**src/include/chip_reset_defines.vh**
```
// Constants for the chip reset source combiner.
// Assumes a single 125 MHz system clock and no register bus.
//
// Operation
// - Hold system reset while the power-on detector says supply not ready.
// - Every power-on reset sets the power-on flag, status bit 0.
// - Writing one clears the power-on flag; writing zero leaves it.
// - Low-voltage reset enabled by control bit 7; detector ignored for 200us.
// - Supply-low persisting past the selected de-glitch time resets the chip.
// - Stay in low-voltage reset until supply-high persists past de-glitch time.
// - After reset low-voltage reset is enabled with de-glitch filter off.
// - Processor reset acts as chip reset but keeps the boot-select bit.
`ifndef CHIP_RESET_DEFINES_VH
`define CHIP_RESET_DEFINES_VH

// Clock rate
`define CLK_MHZ 125

// Field positions
`define POWER_ON_FLAG_BIT 0
`define LOW_VOLT_ENABLE_BIT 7
`define LOW_VOLT_DEGLITCH_MSB 14
`define LOW_VOLT_DEGLITCH_LSB 12
`define BOOT_SELECT_BIT 1
`define SYSTEM_RESET_REQUEST_BIT 2

// Reset values
`define LOW_VOLT_ENABLE_RST 1'b1
`define LOW_VOLT_DEGLITCH_RST 3'h0
`define POWER_ON_FLAG_RST 1'b1
`define BOOT_SELECT_RST 1'b0

// Timing
`define LOW_VOLT_SETTLE_US 200
// 200 us at 125 MHz, sized to the 15-bit settle counter
`define LOW_VOLT_SETTLE_CYCLES 15'h61a8
`define PROC_RESET_CYCLES 8'h10

// De-glitch lengths in clock cycles for select codes 1 to 7
`define DEGLITCH_SEL1 9'h004
`define DEGLITCH_SEL2 9'h008
`define DEGLITCH_SEL3 9'h010
`define DEGLITCH_SEL4 9'h020
`define DEGLITCH_SEL5 9'h040
`define DEGLITCH_SEL6 9'h080
`define DEGLITCH_SEL7 9'h100

`endif

```
**src/chip_reset_sources.v**
```verilog
// Chip reset source combiner: power-on, low-voltage and processor reset.
// Assumes analogue comparator levels arrive asynchronously and software
// writes arrive as one-cycle strobes on the system clock.
`include "chip_reset_defines.vh"

module chip_reset_sources #(
  parameter [14:0] LOW_VOLT_SETTLE = `LOW_VOLT_SETTLE_CYCLES
)
(
  // Clock and reset
  input wire clk,
  input wire nrst,
  // Analogue comparators
  input wire supply_ready,
  input wire supply_below_threshold,
  // Status write strobe
  input wire status_write,
  input wire power_on_flag_wdata,
  // Brown-out control write strobe
  input wire brownout_ctrl_write,
  input wire low_volt_reset_enable_wdata,
  input wire [2:0] low_volt_deglitch_select_wdata,
  // Processor reset request strobe
  input wire system_reset_request,
  // Boot select
  input wire config_boot_select,
  input wire boot_select_write,
  input wire boot_select_wdata,
  // Reset and status outputs
  output wire system_reset_n,
  output wire power_on_flag,
  output wire low_volt_reset_enable,
  output wire [2:0] low_volt_deglitch_select,
  output wire low_volt_active,
  output wire low_volt_reset,
  output wire proc_reset_active,
  output wire boot_select
);

  ////////////////////////////////////////////////////////////////////////////
  // Declarations
  reg ready_meta_reg;
  reg ready_sync_reg;
  reg low_meta_reg;
  reg low_sync_reg;
  reg power_on_flag_reg;
  reg enable_reg;
  reg [2:0] deglitch_reg;
  reg [14:0] settle_reg;
  reg [14:0] settle_next;
  reg active_reg;
  reg lvr_reg;
  reg lvr_next;
  reg [8:0] glitch_cnt_reg;
  reg [8:0] glitch_cnt_next;
  reg [8:0] glitch_limit;
  reg [7:0] proc_cnt_reg;
  reg boot_select_reg;
  reg sys_rst_n_reg;
  wire chip_reset;
  wire any_reset;

  ////////////////////////////////////////////////////////////////////////////
  // Comparator synchronisers
  always @(posedge clk)
  begin
    if (!nrst)
    begin
      ready_meta_reg <= 1'b0;
      ready_sync_reg <= 1'b0;
      low_meta_reg <= 1'b0;
      low_sync_reg <= 1'b0;
    end
    else
    begin
      ready_meta_reg <= supply_ready;
      ready_sync_reg <= ready_meta_reg;
      low_meta_reg <= supply_below_threshold;
      low_sync_reg <= low_meta_reg;
    end
  end

  ////////////////////////////////////////////////////////////////////////////
  // Power-on flag, set wins over the software clear
  always @(posedge clk)
  begin
    if (!nrst)
      power_on_flag_reg <= `POWER_ON_FLAG_RST;
    else if (!ready_sync_reg)
      power_on_flag_reg <= 1'b1;
    else if (status_write && power_on_flag_wdata)
      power_on_flag_reg <= 1'b0;
  end

  ////////////////////////////////////////////////////////////////////////////
  // Brown-out control bits
  always @(posedge clk)
  begin
    if (!nrst)
    begin
      enable_reg <= `LOW_VOLT_ENABLE_RST;
      deglitch_reg <= `LOW_VOLT_DEGLITCH_RST;
    end
    else if (brownout_ctrl_write)
    begin
      enable_reg <= low_volt_reset_enable_wdata;
      deglitch_reg <= low_volt_deglitch_select_wdata;
    end
  end

  ////////////////////////////////////////////////////////////////////////////
  // Settling delay after the detector is enabled
  always @*
  begin
    settle_next = settle_reg;
    if (!enable_reg)
      settle_next = 15'h0000;
    else if (settle_reg != LOW_VOLT_SETTLE)
      settle_next = settle_reg + 15'h0001;
  end

  always @(posedge clk)
  begin
    if (!nrst)
    begin
      settle_reg <= 15'h0000;
      active_reg <= 1'b0;
    end
    else
    begin
      settle_reg <= settle_next;
      active_reg <= enable_reg && (settle_next == LOW_VOLT_SETTLE);
    end
  end

  ////////////////////////////////////////////////////////////////////////////
  // De-glitch length lookup
  always @*
  begin
    case (deglitch_reg)
      3'h1: glitch_limit = `DEGLITCH_SEL1;
      3'h2: glitch_limit = `DEGLITCH_SEL2;
      3'h3: glitch_limit = `DEGLITCH_SEL3;
      3'h4: glitch_limit = `DEGLITCH_SEL4;
      3'h5: glitch_limit = `DEGLITCH_SEL5;
      3'h6: glitch_limit = `DEGLITCH_SEL6;
      3'h7: glitch_limit = `DEGLITCH_SEL7;
      default: glitch_limit = 9'h000;
    endcase
  end

  ////////////////////////////////////////////////////////////////////////////
  // Low-voltage reset state with two-way de-glitch filter
  always @*
  begin
    lvr_next = lvr_reg;
    glitch_cnt_next = 9'h000;
    if (!active_reg || !enable_reg)
      lvr_next = 1'b0;
    else if (deglitch_reg == 3'h0)
      lvr_next = low_sync_reg;
    else if (low_sync_reg != lvr_reg)
    begin
      if (glitch_cnt_reg == glitch_limit)
        lvr_next = low_sync_reg;
      else
        glitch_cnt_next = glitch_cnt_reg + 9'h001;
    end
  end

  always @(posedge clk)
  begin
    if (!nrst)
    begin
      lvr_reg <= 1'b0;
      glitch_cnt_reg <= 9'h000;
    end
    else
    begin
      lvr_reg <= lvr_next;
      glitch_cnt_reg <= glitch_cnt_next;
    end
  end

  ////////////////////////////////////////////////////////////////////////////
  // Processor-requested reset stretched to a fixed length
  always @(posedge clk)
  begin
    if (!nrst)
      proc_cnt_reg <= 8'h00;
    else if (system_reset_request)
      proc_cnt_reg <= `PROC_RESET_CYCLES;
    else if (proc_cnt_reg != 8'h00)
      proc_cnt_reg <= proc_cnt_reg - 8'h01;
  end

  ////////////////////////////////////////////////////////////////////////////
  // Boot select: reloaded by chip reset only, kept by processor reset
  always @(posedge clk)
  begin
    if (!nrst)
      boot_select_reg <= `BOOT_SELECT_RST;
    else if (chip_reset)
      boot_select_reg <= config_boot_select;
    else if (boot_select_write)
      boot_select_reg <= boot_select_wdata;
  end

  ////////////////////////////////////////////////////////////////////////////
  // Reset combine and clocked release
  assign chip_reset = !ready_sync_reg || lvr_reg;
  assign any_reset = chip_reset || (proc_cnt_reg != 8'h00);

  always @(posedge clk)
  begin
    if (!nrst)
      sys_rst_n_reg <= 1'b0;
    else
      sys_rst_n_reg <= !any_reset;
  end

  ////////////////////////////////////////////////////////////////////////////
  // Outputs
  assign system_reset_n = sys_rst_n_reg;
  assign power_on_flag = power_on_flag_reg;
  assign low_volt_reset_enable = enable_reg;
  assign low_volt_deglitch_select = deglitch_reg;
  assign low_volt_active = active_reg;
  assign low_volt_reset = lvr_reg;
  assign proc_reset_active = (proc_cnt_reg != 8'h00);
  assign boot_select = boot_select_reg;

endmodule // chip_reset_sources

```
**config.mk**
```make
export PLATFORM = sky130hd
export DESIGN_NAME = chip_reset_sources
export DESIGN_NICKNAME = d
export VERILOG_FILES = /design/src/chip_reset_sources.v
export VERILOG_INCLUDE_DIRS = /design/src /design/src/include
export SDC_FILE = /design/constraint.sdc
export NUM_CORES = 1
export LEC_CHECK = 0
export ABC_AREA = 1
export BUFFER_PORTS_ARGS = -buffer_cell sky130_fd_sc_hd__buf_2
export CAP_MARGIN = 20
export CORE_ASPECT_RATIO = 0.6
export CORE_MARGIN = 5
export CORE_UTILIZATION = 50
export CTS_BUF_LIST = sky130_fd_sc_hd__clkbuf_4 sky130_fd_sc_hd__clkbuf_8 sky130_fd_sc_hd__clkbuf_16
export CTS_CLUSTER_DIAMETER = 60
export DETAILED_ROUTE_END_ITERATION = 8
export PLACE_DENSITY = 0.69
export SLEW_MARGIN = 20
export SYNTH_ARGS = -nofsm -noshare
export SYNTH_HDL_FRONTEND = slang
export SYNTH_SLANG_ARGS = --single-unit
```
**constraint.sdc**
```tcl
create_clock -name clk -period 1.6 [get_ports clk]
set_clock_uncertainty 0.1 [all_clocks]
set_input_delay 0.32 -clock clk [delete_from_list [all_inputs] [get_ports clk]]
set_output_delay 0.32 -clock clk [all_outputs]
set_load 0.1 [all_outputs]
```
==> summary.txt <==
Timing
  – Final worst-path setup slack: -113 ps
  – Setup violators final: 1
  – Max_slew headroom: 66.3%
  – Max Slew Vio Count: 0
  – Min cycle time layout: 1710 ps
  – Fin Hold WS: 92.0 ps
  – Fmax: 0.584 GHz
  – Period utilization: 107%
  – RSZ-0062 raised after global routing: true
  – Endpoints failing hold: 0
  – Worst-Margin Slew: 504 ps

Worst hold path
  – WHS Path Cells: 3
  – HP Class: input pin to flop
  – Hold path endpoint: ready_meta_reg
  – Hold Crit Start: supply_ready

Global routing
  – Vias in the first global route: 1878
  – Aggregate global-route resource usage: 18.1%
  – First-pass GRT wire length: 8880 um
  – Antenna violations before repair: 0
  – Largest net degree at the start of global routing: 16
  – Global route overflow: 0

Synthesis
  – Cell variety after synth: 25
  – Cell Area, Synth: 2260 um^2
  – Largest cells by area after synthesis: dfxtp_1 (40%), nand2_1 (11%), nor2_1 (11%)
  – Mapped Cells: 331
  – Synth warnings: 0
  – Area leader, netlist: dfxtp_1
  – Synth top area share: 39.8%
  – Syn Nets: 351
  – Seq/Total Area, Yosys: 39.8%
  – Flops & latches, synth: 45
  – Syn avg cell area: 6.84 um^2

Setup path
  – Family with the most delay on the worst path: flip-flops
  – CP cell instances: inv_2 > ha_4 > nand3_4 > nor2_4 > nand2_4 > buf_12
  – Critical R2R Capture: low_volt_active
  – WP data arrival: 1290 ps
  – CP Launch Type: flop
  – Crit-path max FO: 2
  – Critical path buffers and inverters: 2
  – Worst reg2reg setup slack: 30 ps
  – Worst R2R Path Depth: 9
  – Crit path required time: 1180 ps
  – Slowest CP cell: dfxtp_2
  – Crit. End Element: output port
  – Worst r2r src: settle_reg[0]
  – Max incr delay on CP: 330 ps
  – CP Class: flop to output port

Routing
  – Vias after detailed routing: 2258
  – DR WL/cell: 13.3 um
  – Initial DRT Pass Iterations: 5
  – Vias per std cell: 5.14
  – Met1 Wirelength: 2860 um
  – Routed Antenna Nets: 0
  – DRC: 0
  – Met3 routed WL: 559 um
  – DRT Wirelength: 5850 um
  – Iteration-0 DRC Markers: 209
  – Met2 wire length: 2320 um
  – Top Layer Used: met4

Outcome
  – Status: finished, violations left
  – Failing checks: setup timing

Place
  – Pre-CTS WS: -109 ps
  – Port-buffer cells: 24
  – Routability cong.: 0.934
  – Post-DP HPWL: 3910 um
  – Post-Place Cells: 420

Floorplan
  – Die Y: 62.1 um
  – Chip width: 96.9 um
  – Row cnt: 18
  – Die area: 6020 um^2
  – # IOs: 25
  – Core area: 4230 um^2
  – Starting Density: 53.5%

Final layout
  – Max reg flops: 15
  – Final non-filler cell total: 439
  – Syn-to-layout area delta: 29.7%
  – Layout filler cell count: 351
  – Ant diodes: 0
  – Multi-input gate area: 1370 um^2
  – Share of layout cells above drive strength 1: 30.9%
  – Fin nets: 398
  – Reg area: 947 um^2

Power
  – Power share of the clock group: 23.2%
  – P_int: 1.95 mW
  – Sw Pwr: 1.15 mW
  – PwrDens: 1060 nW/um^2
  – Sequential share of power: 41.1%
  – Static leakage: 1.26 nW
  – Worst IR Drop VDD: 1.81 mV
  – Switching share of power: 37.1%
  – Comb pwr share: 35.7%

CTS
  – Clock root cell: clkbuf_8
  – CTS tree: built
  – Clk_lat worst skew: 300 ps
  – Clock sinks: 45
  – Reg clk slew, reported paths: 90 ps
  – CTS Buffer Depth: 2
  – Htree depth: 2
  – CTS Buf Count: 5

Run
  – Max-cap violation count: 0
[layer usage]
metal  GRT usage, %  up-vias
li1               -     1141
met5              0        -
met3           7.47       13
met4           4.90        0
met2           23.4      109
met1           26.9      995
[cells in the mapped netlist (all sizes together)]
| cell | number |
|---|---|
| buf | 3 |
| xnor2 | 4 |
| nor2 | 70 |
| xor2 | 14 |
| nand2 | 66 |
| nand3b | 1 |
| a21oi | 12 |
| nand3 | 33 |
| nor3 | 8 |
| a21boi | 1 |
| o21ai | 15 |
| a211oi | 1 |
| ha | 5 |
| nand4 | 5 |
| inv | 48 |
| dfxtp | 45 |
[worst max-delay path by stage]
stage / depth (start not counted) / slack [ps] / from / to
CTS: 6 / -120 / proc_cnt_reg[1] / proc_reset_active
global placement: 9 / -90 / settle_reg[0] / low_volt_active
floorplan: 9 / 7 / proc_cnt_reg[0] / proc_cnt_reg[7]
finish: 6 / -110 / proc_cnt_reg[0] / proc_reset_active
global route: 6 / -180 / proc_cnt_reg[0] / proc_reset_active
detailed placement: 9 / -110 / settle_reg[0] / low_volt_active
[tightest hold or removal path, delay by kind of cell]
kind | cells | cell delay, ps
buffers and inverters | 2 | 110
and+or+nand+nor | 1 | 40
[logic make-up (layout without fill, tap and decap cells)]
family | Yosys count | count (layout) | share of synthesized area, %
simple gates | 183 | 185 | 35.3
compound gates | 29 | 29 | 6.63
xor+xnor | 18 | 18 | 6.97
flops | 45 | 45 | 39.8
fa+ha+maj | 5 | 5 | 2.76
buf+inv | 51 | 97 | 8.57
[cell usage in the layout, fill, tap and decap left out, drive strengths merged]
cell / n
a211oi: 1
a21boi: 1
a21oi: 12
buf: 40
clkbuf: 6
clkinv: 1
dfxtp: 45
ha: 5
inv: 50
nand2: 66
nand3: 33
nand3b: 1
nand4: 6
nor2: 71
nor3: 8
o21ai: 15
xnor2: 4
xor2: 14
[timing repair]
item,CTS,global route
gates cloned,1,1
pin swaps,5,14
setup endpoints to repair,2,21
hold buffers,0,0
buffers inserted,6,4
hold endpoints to repair,0,0
resized for setup,21,46
[power groups by stage]
stage,sequential [mW],clock (mW),combinational (mW)
after floorplan,1.34,0,0.543
after global placement,1.28,0,0.810
after global routing,1.29,0.788,1.20
after detailed placement,1.28,0,0.817
after CTS,1.27,0.744,0.992
final,1.28,0.720,1.11
[metrics by stage]
step / total power [mW] / setup TNS, ps / util (%) / cell area [um^2]
6_report: 3.10 / -113 / 69.3 / 2940
5_1_grt: 3.28 / -282 / 69.3 / 2940
4_1_cts: 3.01 / -117 / 65.0 / 2750
3_5_place_dp: 2.10 / -109 / 60.2 / 2550
3_3_place_gp: 2.09 / -90.3 / 60.2 / 2550
2_1_floorplan: 1.89 / 0 / - / 2290
[layout make-up]
cell class	count	share of cell area, %
clock buffer	5	2.34
sequential	45	32.3
tap	60	2.56
timing repair buffer	41	9.04
clock inverter	3	0.682
multi-input combinational	237	46.7
inverter	48	6.39
Note: power is estimated with default switching activity, not from simulation.
